**src/inc/rsc_pkg.sv**
```systemverilog
`default_nettype none
package rsc_pkg;
   // Register byte offsets
   localparam logic [7:0] OFF_PIN_SEL = 8'h00;
   localparam logic [7:0] OFF_CAUSE = 8'h04;
   localparam logic [7:0] OFF_BO_LEVEL = 8'h08;
   localparam logic [7:0] OFF_WDT_EN = 8'h0c;
   localparam logic [7:0] OFF_FLASH_CMD = 8'h10;
   localparam logic [7:0] OFF_CTRL = 8'h14;
   localparam logic [7:0] OFF_STATUS = 8'h18;
   localparam logic [7:0] OFF_FAULT_DLY = 8'h1c;
   localparam logic [7:0] OFF_FILT_DLY = 8'h20;
   localparam logic [7:0] OFF_REL_DLY = 8'h24;
   // Pin function codes
   localparam logic [7:0] PIN_GPIO = 8'h55;
   localparam logic [7:0] PIN_RESET = 8'haa;
   localparam logic [7:0] PIN_SEL_POR = 8'h55;
   // Brownout level codes
   localparam logic [7:0] BO_1V7 = 8'h66;
   localparam logic [7:0] BO_1V9 = 8'h55;
   localparam logic [7:0] BO_2V55 = 8'h33;
   localparam logic [7:0] BO_3V15 = 8'h99;
   localparam logic [7:0] BO_3V8 = 8'haa;
   localparam logic [7:0] BO_OFF = 8'hf0;
   localparam logic [7:0] BO_LEVEL_POR = 8'h66;
   // Watchdog enable field codes
   localparam logic [4:0] WDT_OFF = 5'h15;
   localparam logic [4:0] WDT_ON = 5'h0a;
   localparam logic [4:0] WDT_EN_POR = 5'h0a;
   // Flash command that resets the device
   localparam logic [7:0] FLASH_RST_CMD = 8'h55;
   // Cause flag bit positions
   localparam int CF_SEL = 3;
   localparam int CF_BO_EVT = 2;
   localparam int CF_BO_SET = 1;
   localparam int CF_WDT = 0;
   // Control bit positions
   localparam int CT_SLEEP = 0;
   localparam int CT_IDLE = 1;
   // Timing (ns) and cycle counts at 100 MHz
   localparam int CLK_NS = 10;
   localparam int FAULT_DLY_NS = 160;
   localparam int FILT_DLY_NS = 120;
   localparam int REL_DLY_NS = 200;
   localparam logic [15:0] FAULT_DLY_CYC =
      16'((FAULT_DLY_NS + CLK_NS - 1) / CLK_NS);
   localparam logic [15:0] FILT_DLY_CYC =
      16'((FILT_DLY_NS + CLK_NS - 1) / CLK_NS);
   localparam logic [15:0] REL_DLY_CYC =
      16'((REL_DLY_NS + CLK_NS - 1) / CLK_NS);
   localparam logic [15:0] RST_PULSE_CYC = 16'h0004;
   // AXI responses
   localparam logic [1:0] RESP_OKAY = 2'b00;
   localparam logic [1:0] RESP_SLVERR = 2'b10;
   typedef enum logic [1:0] {
      ST_RUN = 2'b00,
      ST_FAULT_WAIT = 2'b01,
      ST_RESET = 2'b10,
      ST_RELEASE = 2'b11
   } rsc_state_e;
endpackage
`default_nettype wire

```
**src/logic/rsc_reset_ctrl.sv**
```systemverilog
// What this block does
// - Pin select 0x55 makes shared pin general I/O, 0xaa makes it reset input.
// - Any other pin select code resets the device after fault delay.
// - Pin select loads 0x55 at power-on.
// - With reset function selected, other alternate functions on pin ignored.
// - Cause bit 3 sets on pin select corruption reset; software 0 clears.
// - Cause bits 7 to 4 read zero.
// - Cause bit 2 sets on qualified brownout reset; software 0 clears.
// - Cause bit 1 sets on undefined brownout level; software 0 clears.
// - Brownout level codes pick five thresholds; 0xf0 disables brownout reset.
// - Undefined level code resets after fault delay and restores 0x66.
// - Low supply resets only when longer than filter time.
// - Qualified brownout reset keeps brownout level register.
// - Brownout detection suppressed in sleep or idle.
// - Brownout level loads 0x66 at power-on.
// - Writing 0x55 to flash command register resets the device.
// - Power-on presets port data and direction high; execution from zero.
// - Low external reset input resets device and clears program counter.
// - After reset input returns high, wait pin release delay.
// - Pin reset leaves some registers unchanged, unlike power-on.
// - Cause bit 0 sets on watchdog enable corruption reset; software 0 clears.
`default_nettype none
module rsc_reset_ctrl
   import rsc_pkg::*;
(
   // Clock and power-on reset
   input wire logic aclk,
   input wire logic aresetn,
   // AXI4-Lite write
   input wire logic [7:0] s_axi_awaddr,
   input wire logic s_axi_awvalid,
   output logic s_axi_awready,
   input wire logic [31:0] s_axi_wdata,
   input wire logic [3:0] s_axi_wstrb,
   input wire logic s_axi_wvalid,
   output logic s_axi_wready,
   output logic [1:0] s_axi_bresp,
   output logic s_axi_bvalid,
   input wire logic s_axi_bready,
   // AXI4-Lite read
   input wire logic [7:0] s_axi_araddr,
   input wire logic s_axi_arvalid,
   output logic s_axi_arready,
   output logic [31:0] s_axi_rdata,
   output logic [1:0] s_axi_rresp,
   output logic s_axi_rvalid,
   input wire logic s_axi_rready,
   // Shared pin and supply comparator
   input wire logic shared_io_pin_in,
   input wire logic supply_below_in,
   input wire logic alt_func_req,
   // Device reset and pin routing
   output logic device_reset_n,
   output logic por_reset_n,
   output logic pin_is_reset,
   output logic alt_func_en,
   output logic gpio_pin_in
);
   import rsc_pkg::*;

   // ------------------------------------------------------------
   // Synchronisers
   // ------------------------------------------------------------
   logic pin_meta_reg, pin_sync_reg;
   logic sup_meta_reg, sup_sync_reg;
   always_ff @(posedge aclk) begin
      if (!aresetn) begin
         pin_meta_reg <= 1'b1;
         pin_sync_reg <= 1'b1;
         sup_meta_reg <= 1'b0;
         sup_sync_reg <= 1'b0;
      end else begin
         pin_meta_reg <= shared_io_pin_in;
         pin_sync_reg <= pin_meta_reg;
         sup_meta_reg <= supply_below_in;
         sup_sync_reg <= sup_meta_reg;
      end
   end

   // ------------------------------------------------------------
   // Registers
   // ------------------------------------------------------------
   logic [7:0] pin_sel_reg;
   logic [7:0] bo_level_reg;
   logic [4:0] wdt_en_reg;
   logic [3:0] cause_reg;
   logic [1:0] ctrl_reg;
   logic [15:0] fault_dly_reg, filt_dly_reg, rel_dly_reg;
   rsc_state_e state_reg, state_next;
   logic [15:0] cnt_reg;
   logic [15:0] filt_cnt_reg;
   logic [2:0] pend_reg;

   // ------------------------------------------------------------
   // Decode
   // ------------------------------------------------------------
   wire pin_sel_ok = (pin_sel_reg == PIN_GPIO) ||
      (pin_sel_reg == PIN_RESET);
   wire pin_reset_sel = (pin_sel_reg == PIN_RESET);
   wire bo_level_ok = (bo_level_reg == BO_1V7) ||
      (bo_level_reg == BO_1V9) || (bo_level_reg == BO_2V55) ||
      (bo_level_reg == BO_3V15) || (bo_level_reg == BO_3V8) ||
      (bo_level_reg == BO_OFF);
   wire wdt_en_ok = (wdt_en_reg == WDT_OFF) || (wdt_en_reg == WDT_ON);
   wire low_power = ctrl_reg[CT_SLEEP] || ctrl_reg[CT_IDLE];
   wire bo_armed = bo_level_ok && (bo_level_reg != BO_OFF) &&
      !low_power;
   wire bo_low = bo_armed && sup_sync_reg;
   wire bo_qualified = bo_low && (filt_cnt_reg >= filt_dly_reg);
   wire ext_low = pin_reset_sel && !pin_sync_reg;
   wire cfg_fault = !pin_sel_ok || !bo_level_ok || !wdt_en_ok;
   wire in_run = (state_reg == ST_RUN);

   // AXI write handshake
   logic aw_have_reg, w_have_reg, bvalid_reg;
   logic [7:0] aw_addr_reg;
   logic [31:0] w_data_reg;
   logic [3:0] w_strb_reg;
   logic awready_reg, wready_reg, arready_reg;
   wire aw_take = s_axi_awvalid && awready_reg;
   wire w_take = s_axi_wvalid && wready_reg;
   wire wr_go = aw_have_reg && w_have_reg && !bvalid_reg;
   wire aw_have_nx = !wr_go && (aw_take || aw_have_reg);
   wire w_have_nx = !wr_go && (w_take || w_have_reg);
   wire bvalid_nx = wr_go || (bvalid_reg && !s_axi_bready);
   wire wr_lane0 = wr_go && w_strb_reg[0];
   wire [7:0] wb = w_data_reg[7:0];
   wire wr_known = (aw_addr_reg <= OFF_REL_DLY) &&
      (aw_addr_reg[1:0] == 2'b00);
   wire wr_pin = wr_lane0 && (aw_addr_reg == OFF_PIN_SEL);
   wire wr_cause = wr_lane0 && (aw_addr_reg == OFF_CAUSE);
   wire wr_bo = wr_lane0 && (aw_addr_reg == OFF_BO_LEVEL);
   wire wr_wdt = wr_lane0 && (aw_addr_reg == OFF_WDT_EN);
   wire wr_flash = wr_lane0 && (aw_addr_reg == OFF_FLASH_CMD);
   wire wr_ctrl = wr_lane0 && (aw_addr_reg == OFF_CTRL);
   wire wr_fd = wr_go && (aw_addr_reg == OFF_FAULT_DLY);
   wire wr_fl = wr_go && (aw_addr_reg == OFF_FILT_DLY);
   wire wr_rl = wr_go && (aw_addr_reg == OFF_REL_DLY);
   wire flash_reset = wr_flash && (wb == FLASH_RST_CMD);

   // Merged 16-bit write with byte lanes
   function automatic logic [15:0] merge16(input logic [15:0] old,
      input logic [31:0] d, input logic [3:0] s);
      merge16 = {s[1] ? d[15:8] : old[15:8], s[0] ? d[7:0] : old[7:0]};
   endfunction

   // ------------------------------------------------------------
   // Reset sequencer
   // ------------------------------------------------------------
   // Pending config faults: pin, level, watchdog
   wire fault_done = (state_reg == ST_FAULT_WAIT) &&
      (cnt_reg >= fault_dly_reg);
   wire hard_trig = bo_qualified || flash_reset || ext_low;
   wire dev_run_next = (state_next == ST_RUN) ||
      (state_next == ST_FAULT_WAIT);
   always_comb begin
      state_next = state_reg;
      case (state_reg)
         ST_RUN: begin
            if (hard_trig)
               state_next = ST_RESET;
            else if (cfg_fault)
               state_next = ST_FAULT_WAIT;
         end
         ST_FAULT_WAIT: begin
            if (hard_trig || fault_done)
               state_next = ST_RESET;
         end
         ST_RESET: begin
            if (!ext_low && (cnt_reg >= RST_PULSE_CYC - 16'h0001))
               state_next = ST_RELEASE;
         end
         ST_RELEASE: begin
            if (ext_low)
               state_next = ST_RESET;
            else if (cnt_reg >= rel_dly_reg)
               state_next = ST_RUN;
         end
         default: state_next = ST_RUN;
      endcase
   end

   always_ff @(posedge aclk) begin
      if (!aresetn) begin
         state_reg <= ST_RUN;
         cnt_reg <= 16'h0000;
         filt_cnt_reg <= 16'h0000;
         pend_reg <= 3'b000;
         device_reset_n <= 1'b0;
      end else begin
         state_reg <= state_next;
         cnt_reg <= (state_next != state_reg) ? 16'h0000
            : cnt_reg + 16'h0001;
         filt_cnt_reg <= (bo_low && in_run) ?
            filt_cnt_reg + 16'h0001 : 16'h0000;
         if (state_reg == ST_RUN && cfg_fault)
            pend_reg <= {!pin_sel_ok, !bo_level_ok, !wdt_en_ok};
         else if (state_reg == ST_RELEASE)
            pend_reg <= 3'b000;
         device_reset_n <= dev_run_next;
      end
   end

   // ------------------------------------------------------------
   // Register writes and cause flags
   // ------------------------------------------------------------
   wire entering_rst = (state_next == ST_RESET) &&
      (state_reg != ST_RESET);
   wire sel_evt = entering_rst && (state_reg == ST_FAULT_WAIT) &&
      fault_done && pend_reg[2];
   wire bo_set_evt = entering_rst && (state_reg == ST_FAULT_WAIT) &&
      fault_done && pend_reg[1];
   wire wdt_evt = entering_rst && (state_reg == ST_FAULT_WAIT) &&
      fault_done && pend_reg[0];
   wire bo_evt = entering_rst && bo_qualified;
   wire [3:0] cause_set = {sel_evt, bo_evt, bo_set_evt, wdt_evt};
   wire [3:0] cause_clr = wr_cause ? ~wb[3:0] : 4'h0;
   // Pin resets clear ctrl; brownout keeps it; level restored only on fault
   wire pin_rst_evt = entering_rst && ext_low;

   always_ff @(posedge aclk) begin
      if (!aresetn) begin
         pin_sel_reg <= PIN_SEL_POR;
         bo_level_reg <= BO_LEVEL_POR;
         wdt_en_reg <= WDT_EN_POR;
         cause_reg <= 4'h0;
         ctrl_reg <= 2'b00;
         fault_dly_reg <= FAULT_DLY_CYC;
         filt_dly_reg <= FILT_DLY_CYC;
         rel_dly_reg <= REL_DLY_CYC;
         por_reset_n <= 1'b0;
      end else begin
         por_reset_n <= 1'b1;
         // Set wins over software clear
         cause_reg <= (cause_reg & ~cause_clr) | cause_set;
         if (bo_set_evt)
            bo_level_reg <= BO_LEVEL_POR;
         else if (wr_bo)
            bo_level_reg <= wb;
         if (pin_rst_evt || (entering_rst && !bo_qualified &&
               !pend_reg[2] && pin_sel_ok))
            ctrl_reg <= 2'b00;
         else if (wr_ctrl)
            ctrl_reg <= wb[1:0];
         if (sel_evt || wdt_evt)
            pin_sel_reg <= PIN_SEL_POR;
         else if (wr_pin)
            pin_sel_reg <= wb;
         if (wdt_evt || sel_evt)
            wdt_en_reg <= WDT_EN_POR;
         else if (wr_wdt)
            wdt_en_reg <= wb[7:3];
         if (wr_fd)
            fault_dly_reg <= merge16(fault_dly_reg, w_data_reg, w_strb_reg);
         if (wr_fl)
            filt_dly_reg <= merge16(filt_dly_reg, w_data_reg, w_strb_reg);
         if (wr_rl)
            rel_dly_reg <= merge16(rel_dly_reg, w_data_reg, w_strb_reg);
      end
   end

   // ------------------------------------------------------------
   // Pin routing
   // ------------------------------------------------------------
   always_ff @(posedge aclk) begin
      if (!aresetn) begin
         pin_is_reset <= 1'b0;
         alt_func_en <= 1'b0;
         gpio_pin_in <= 1'b1;
      end else begin
         pin_is_reset <= pin_reset_sel;
         alt_func_en <= alt_func_req && !pin_reset_sel;
         gpio_pin_in <= pin_reset_sel ? 1'b1 : pin_sync_reg;
      end
   end

   // ------------------------------------------------------------
   // AXI4-Lite slave
   // ------------------------------------------------------------
   logic [1:0] bresp_reg;
   always_ff @(posedge aclk) begin
      if (!aresetn) begin
         aw_have_reg <= 1'b0;
         w_have_reg <= 1'b0;
         bvalid_reg <= 1'b0;
         bresp_reg <= RESP_OKAY;
         aw_addr_reg <= 8'h00;
         w_data_reg <= 32'h0000_0000;
         w_strb_reg <= 4'h0;
      end else begin
         if (aw_take) begin
            aw_have_reg <= 1'b1;
            aw_addr_reg <= s_axi_awaddr;
         end
         if (w_take) begin
            w_have_reg <= 1'b1;
            w_data_reg <= s_axi_wdata;
            w_strb_reg <= s_axi_wstrb;
         end
         if (wr_go) begin
            aw_have_reg <= 1'b0;
            w_have_reg <= 1'b0;
            bvalid_reg <= 1'b1;
            bresp_reg <= (wr_known && aw_addr_reg != OFF_STATUS) ?
               RESP_OKAY : RESP_SLVERR;
         end else if (bvalid_reg && s_axi_bready) begin
            bvalid_reg <= 1'b0;
         end
      end
   end
   assign s_axi_awready = awready_reg;
   assign s_axi_wready = wready_reg;
   assign s_axi_bvalid = bvalid_reg;
   assign s_axi_bresp = bresp_reg;

   // Read path
   logic rvalid_reg;
   logic [31:0] rdata_reg;
   logic [1:0] rresp_reg;
   logic [31:0] rd_mux;
   logic rd_err;
   wire ar_take = s_axi_arvalid && arready_reg;
   wire rvalid_nx = ar_take || (rvalid_reg && !s_axi_rready);
   always_comb begin
      rd_mux = 32'h0000_0000;
      rd_err = 1'b0;
      case (s_axi_araddr)
         OFF_PIN_SEL: rd_mux = {24'h0, pin_sel_reg};
         OFF_CAUSE: rd_mux = {28'h0, cause_reg};
         OFF_BO_LEVEL: rd_mux = {24'h0, bo_level_reg};
         OFF_WDT_EN: rd_mux = {24'h0, wdt_en_reg, 3'b000};
         OFF_FLASH_CMD: rd_mux = 32'h0000_0000;
         OFF_CTRL: rd_mux = {30'h0, ctrl_reg};
         OFF_STATUS: rd_mux = {27'h0, pin_sync_reg, sup_sync_reg,
            pin_reset_sel, state_reg};
         OFF_FAULT_DLY: rd_mux = {16'h0, fault_dly_reg};
         OFF_FILT_DLY: rd_mux = {16'h0, filt_dly_reg};
         OFF_REL_DLY: rd_mux = {16'h0, rel_dly_reg};
         default: rd_err = 1'b1;
      endcase
   end
   always_ff @(posedge aclk) begin
      if (!aresetn) begin
         rvalid_reg <= 1'b0;
         rdata_reg <= 32'h0000_0000;
         rresp_reg <= RESP_OKAY;
      end else if (ar_take) begin
         rvalid_reg <= 1'b1;
         rdata_reg <= rd_mux;
         rresp_reg <= rd_err ? RESP_SLVERR : RESP_OKAY;
      end else if (rvalid_reg && s_axi_rready) begin
         rvalid_reg <= 1'b0;
      end
   end
   // Registered ready outputs
   always_ff @(posedge aclk) begin
      if (!aresetn) begin
         awready_reg <= 1'b0;
         wready_reg <= 1'b0;
         arready_reg <= 1'b0;
      end else begin
         awready_reg <= !aw_have_nx && !bvalid_nx;
         wready_reg <= !w_have_nx && !bvalid_nx;
         arready_reg <= !rvalid_nx;
      end
   end
   assign s_axi_arready = arready_reg;
   assign s_axi_rvalid = rvalid_reg;
   assign s_axi_rdata = rdata_reg;
   assign s_axi_rresp = rresp_reg;
endmodule
`default_nettype wire

```
**config.mk**
```make
export PLATFORM = sky130hd
export DESIGN_NAME = rsc_reset_ctrl
export DESIGN_NICKNAME = d
export VERILOG_FILES = /design/src/inc/rsc_pkg.sv /design/src/logic/rsc_reset_ctrl.sv
export SDC_FILE = /design/constraint.sdc
export NUM_CORES = 1
export LEC_CHECK = 0
export BUFFER_PORTS_ARGS = -buffer_cell sky130_fd_sc_hd__buf_2
export CAP_MARGIN = 20
export CORE_MARGIN = 4
export CORE_UTILIZATION = 37
export CTS_BUF_LIST = sky130_fd_sc_hd__clkbuf_8
export CTS_CLUSTER_DIAMETER = 60
export DETAILED_ROUTE_END_ITERATION = 12
export PLACE_DENSITY = 0.57
export SLEW_MARGIN = 5
export SYNTH_ARGS = -nofsm -noshare
export SYNTH_HDL_FRONTEND = slang
export SYNTH_SLANG_ARGS = --single-unit
```
**constraint.sdc**
```tcl
create_clock -name aclk -period 5 [get_ports aclk]
set_input_delay 0.5 -clock aclk [delete_from_list [all_inputs] [get_ports aclk]]
set_output_delay 0.5 -clock aclk [all_outputs]
set_load 0.03 [all_outputs]
```
**Yosys cells after proc, flatten, opt, wreduce, memory -nomap -nowiden**

Index checks and enable logic that the tools add are counted.
W data, S select, Z words.

- Register bits after elaboration: 190
- Bits of input ports: 62

- Add/sub/neg operators: 2
- Order comparisons: 5
- Eq/ne operators: 37
- Muxes and demuxes: 18
- Bitwise logic cells: 5
- Reduce and logical (&&, ||, !) cells: 106

Operators with widths:

| operator | number |
|---|---|
| $pmux W16 S9 | 1 |
| $eq A8 B5 Y1 const B | 7 |
| $ge A16 B16 Y1 | 3 |
| $logic_and A1 B1 Y1 | 47 |
| $eq A8 B6 Y1 const B | 5 |
| $add A16 B1 Y16 const B | 2 |
| $eq A8 B4 Y1 const B | 4 |
| $eq A8 B7 Y1 const B | 4 |
| $eq A8 B8 Y1 const B | 4 |
| $logic_or A1 B1 Y1 | 20 |
| $logic_not A1 Y1 | 17 |
| $eq A8 B3 Y1 const B | 2 |
| $ge A16 B2 Y1 const B | 1 |
| $logic_not A8 Y1 | 2 |
| $mux W2 | 8 |
| $reduce_and A2 Y1 | 7 |
| $reduce_or A2 Y1 | 6 |
| $reduce_or A10 Y1 | 1 |
| $le A8 B6 Y1 const B | 1 |
| $ne A8 B5 Y1 const B | 1 |
| $ne A8 B8 Y1 const B | 1 |
| $not A4 Y4 | 2 |
| $pmux W2 S4 | 1 |
| $eq A2 B2 Y1 const B | 3 |
| other kinds (13) | 23 |

**Depth between registers and ports, before layout**

- Word-level depth: 22
- Gate-level depth with buffers: 11
- Gate-level depth less buffers: 9

**Worst setup path before layout**

OpenSTA, ideal clock, no wires.

- Path kind: register to register
- From: reg filt_dly_reg[2]
- To: reg cnt_reg[10]
- Library setup time: 0.059 ns
- Arrival: 2.621 ns
- Path slack: 2.321 ns
- Cell stages (with the launch flop): 12
- Period minus slack after synthesis: 2.679 ns
- Path through: dfxtp_1 -> inv_1 -> ha_1 -> or4_1 -> a21oi_1 -> o2111ai_1 -> and4_4 -> buf_6 -> or4_4 -> a311oi_4 -> buf_6 -> and2_1

- Word-level cells in the longest chain between the ends: 9

RTL lines:

| element | line | text |
|---|---|---|
| from (decl) | rsc_reset_ctrl.sv:88 | `logic [15:0] fault_dly_reg, filt_dly_reg, rel_dly_reg;` |
| from (signal assigned) | rsc_reset_ctrl.sv:256 | `filt_dly_reg <= merge16(filt_dly_reg, w_data_reg, w_strb_reg);` |
| $ge A16 B16 Y1 (*) | rsc_reset_ctrl.sv:109 | `wire bo_qualified = bo_low && (filt_cnt_reg >= filt_dly_reg);` |
| $logic_and A1 B1 Y1 (*) | rsc_reset_ctrl.sv:109 |  |
| $logic_or A1 B1 Y1 (*) (2 in series) | rsc_reset_ctrl.sv:153 | `wire hard_trig = bo_qualified \|\| flash_reset \|\| ext_low;` |
| $logic_or A1 B1 Y1 | rsc_reset_ctrl.sv:166 | `if (hard_trig \|\| fault_done)` |
| $mux W2 | rsc_reset_ctrl.sv:166 |  |
| $pmux W2 S4 (*) | rsc_reset_ctrl.sv:158 | `case (state_reg)` |
| $ne A2 B2 Y1 (*) | rsc_reset_ctrl.sv:192 | `cnt_reg <= (state_next != state_reg) ? 16'h0000` |
| $reduce_or A2 Y1 (no line) (*) | - |  |
| to (signal assigned) | rsc_reset_ctrl.sv:192 |  |
| to (decl) | rsc_reset_ctrl.sv:90 | `logic [15:0] cnt_reg;` |

Mark *: on every way between the ends. The rest lies on a longest branch, timed or not.
A chain may end at the register's enable or synchronous reset.

**Worst setup path in the final report**

- From: reg filt_dly_reg[1]
- To: reg cnt_reg[11]

The elaborated chain is that of the path after synthesis.

==> flow_metrics.py <==
metrics = {
    "clocking": {
        "htree_levels": 4,
        "cts_hold_buffers": 0,
        "clock_latency_ns": 0.48,
        "post_cts_buffers": 0,
        "cts_tree": "yes",
        "cts_resized": 0,
        "numCtsBuffers": 17,
        "cts_sinks": 172,
        "clkTransAtPathRegs_ns": 0.11,
        "cts.path.max_buffers": 2,
        "clockRootBuffer": "clkbuf_8",
    },
    "detailed_routing": {
        "drt-pass1-iter-count": 5,
        "drc_errors": 0,
        "drt_iter0_markers": 475,
        "post_drt_wl_per_cell_um": 17.1,
        "wl_um": 22900,
        "vias": 7007,
        "ant_nets": 0,
        "via_per_inst": 5.24,
    },
    "layout": {
        "layout-drive-gt1-share": 0.118,
        "nFillCells": 2291,
        "layout.cells.non_filler": 1338,
        "multiInputGateArea_um2": 4510,
        "final_nets": 1157,
        "layout_common_cells": "dfxtp_1 (172), nand2_1 (130), nor2_1 (120)",
        "mostFrequentLayoutCell": "dfxtp_1",
        "syn_to_final_growth_pct": 11.7,
        "final-seq-area_um2": 3440,
        "stdcell_area_um2": 9350,
        "diodes": 0,
    },
    "power_and_ir_drop": {
        "peakVddDrop_v": 0.000149,
        "powerDensity_nw_per_um2": 276,
        "p_leak_nw": 3.98,
    },
    "worst_setup_path": {
        "cp.arrival_ns": 3.48,
        "cpMaxStageDelayCell": "a311oi_4",
        "worstSetupStartpoint": "filt_dly_reg[1]",
        "max_stage_delay_ns": 0.52,
        "end_kind": "register",
        "worst_ep_required_time_ns": 5.41,
        "r2r_start": "filt_dly_reg[1]",
        "crit_type": "register to register",
        "path_max_fanout": 16,
        "critPathTopFamily": "simple AND/OR/NAND/NOR gates",
        "startpoint_type": "register",
        "worst-path-buf-inv": 1,
        "path_cells": "inv_1 -> ha_1 -> or4_1 -> a21oi_1 -> o2111ai_1 -> and4_4 -> or4_4 -> a311oi_4 -> and2_1",
    },
    "grt": {
        "track_usage": 0.186,
        "antenna_found_initial": 0,
        "grt_pass1_vias": 6733,
        "grt_max_degree": 50,
        "gr-total-overflow": 0,
        "grt_pass1_wl_um": 36400,
    },
    "timing": {
        "hold_violations": 0,
        "setup_viol": 0,
        "max_freq_mhz": 325,
        "min_period_over_period": 0.615,
        "whs_ns": 0.194,
        "worstMarginPinSlew_ns": 0.954,
        "fin_skew_ns": 0.0172,
        "worst_slack_ns": 1.93,
        "fin_crit_ns": 3.07,
        "rsz0062_at_grt": "false",
        "slew_viol_final": 0,
        "slew-limit-headroom": 0.364,
        "setup_tns_ns": 0,
    },
    "place": {
        "dp_hpwl_um": 16900,
        "dpl_worst_slack_ns": 1.93,
        "gp_congestion": 0.847,
        "io_buffers": 71,
        "dp.cells": 1305,
        "post_dp_cell_area_um2": 8930,
    },
    "synthesis": {
        "synth.top_cell.area_share": 0.411,
        "async_flop_share": 0,
        "ys.flop_type": "dfxtp_1",
        "synthTopCellsByArea": "dfxtp_1 (41%), mux2i_1 (7.5%), ha_1 (7.5%), nand2_1 (5.8%), nor2_1 (5.4%)",
        "synth_edf_count": 0,
        "postSynthCellCount": 983,
        "synth_area_leader_cell": "dfxtp_1",
        "synth_area_per_cell_um2": 8.52,
        "synth_seq_cells": 172,
        "synth-seq-area-share": 0.411,
        "synth_cell_type_count": 56,
        "syn-cell-area_um2": 8370,
        "synth_warnings": 0,
    },
    "die": {
        "core_um2": 22000,
        "rows": 54,
        "die_x_um": 158,
        "die_h_um": 158,
        "io_pins": 108,
        "design.die.area_um2": 25100,
        "initial_core_util": 0.380,
    },
    "outcome": {
        "status": "finished clean",
    },
    "min_path": {
        "worstHoldStart": "shared_io_pin_in",
        "holdCritPathClass": "input port to register",
    },
    "flow_run": {
        "drv_cap": 0,
    },
}
==> final timing paths <==
| check | end | slack, ns | cells past startpoint |
|---|---|---|---|
| min | pin_meta_reg | 0.19 | 2 |
| max reg2reg | cnt_reg[11] | 1.93 | 9 |
| min reg2reg | pin_sync_reg | 0.43 | 1 |
| max | cnt_reg[11] | 1.93 | 9 |
==> cells by family after synthesis <==
| kind of cell | Yosys count | share of synthesized area |
|---|---|---|
| mux | 63 | 0.0753 |
| other cells | 1 | 0.000448 |
| simple gates | 391 | 0.220 |
| fa+ha+maj | 50 | 0.0747 |
| flops | 172 | 0.411 |
| compound gates | 173 | 0.134 |
| xor+xnor | 24 | 0.0251 |
| buf+inv | 109 | 0.0587 |
==> area by class of cell <==
class,instances,share of cell area
Multi-Input combinational cell,719,0.483
Sequential cell,172,0.368
Timing Repair Buffer,80,0.0456
Tap cell,280,0.0375
Clock buffer,17,0.0250
Inverter,55,0.0221
Clock inverter,15,0.0187
==> where the power goes <==
group | internal [mW] | total (mW) | switching, mW
combinational | 0.0458 | 0.150 | 0.104
clock | 0.424 | 1.01 | 0.588
sequential | 1.39 | 1.42 | 0.0303
==> synth_stat cells, drive strengths merged, types with 7 or more instances <==
master  instances
inv            55
nor4bb         13
and2           22
and3            9
buf            21
xnor2          15
a21oi          77
dfxtp         172
mux2i          63
xor2            9
o21ai          21
nand2         130
nand4           7
a31oi           7
ha             50
nor3           16
a222oi         10
nand3          40
nand2b         10
a22oi          18
clkbuf         33
nor2          120
==> metrics by stage <==
stage | utilization | power (mW)
after global placement | 0.405 | 1.60
final | 0.424 | 2.58
after global routing | 0.424 | 2.68
after CTS | 0.424 | 2.61
after floorplan | - | 1.55
after detailed placement | 0.405 | 1.60
==> metal layers <==
| metal | routed length (um) | global-route usage | vias up |
|---|---|---|---|
| met1 | 11100 | 0.264 | 3297 |
| met5 | 0 | 0 | - |
| met3 | 1080 | 0.0302 | 24 |
| met2 | 10400 | 0.291 | 161 |
| met4 | 372 | 0.0581 | 0 |
| li1 | - | - | 3525 |
Note: power is estimated with default switching activity, not from simulation.
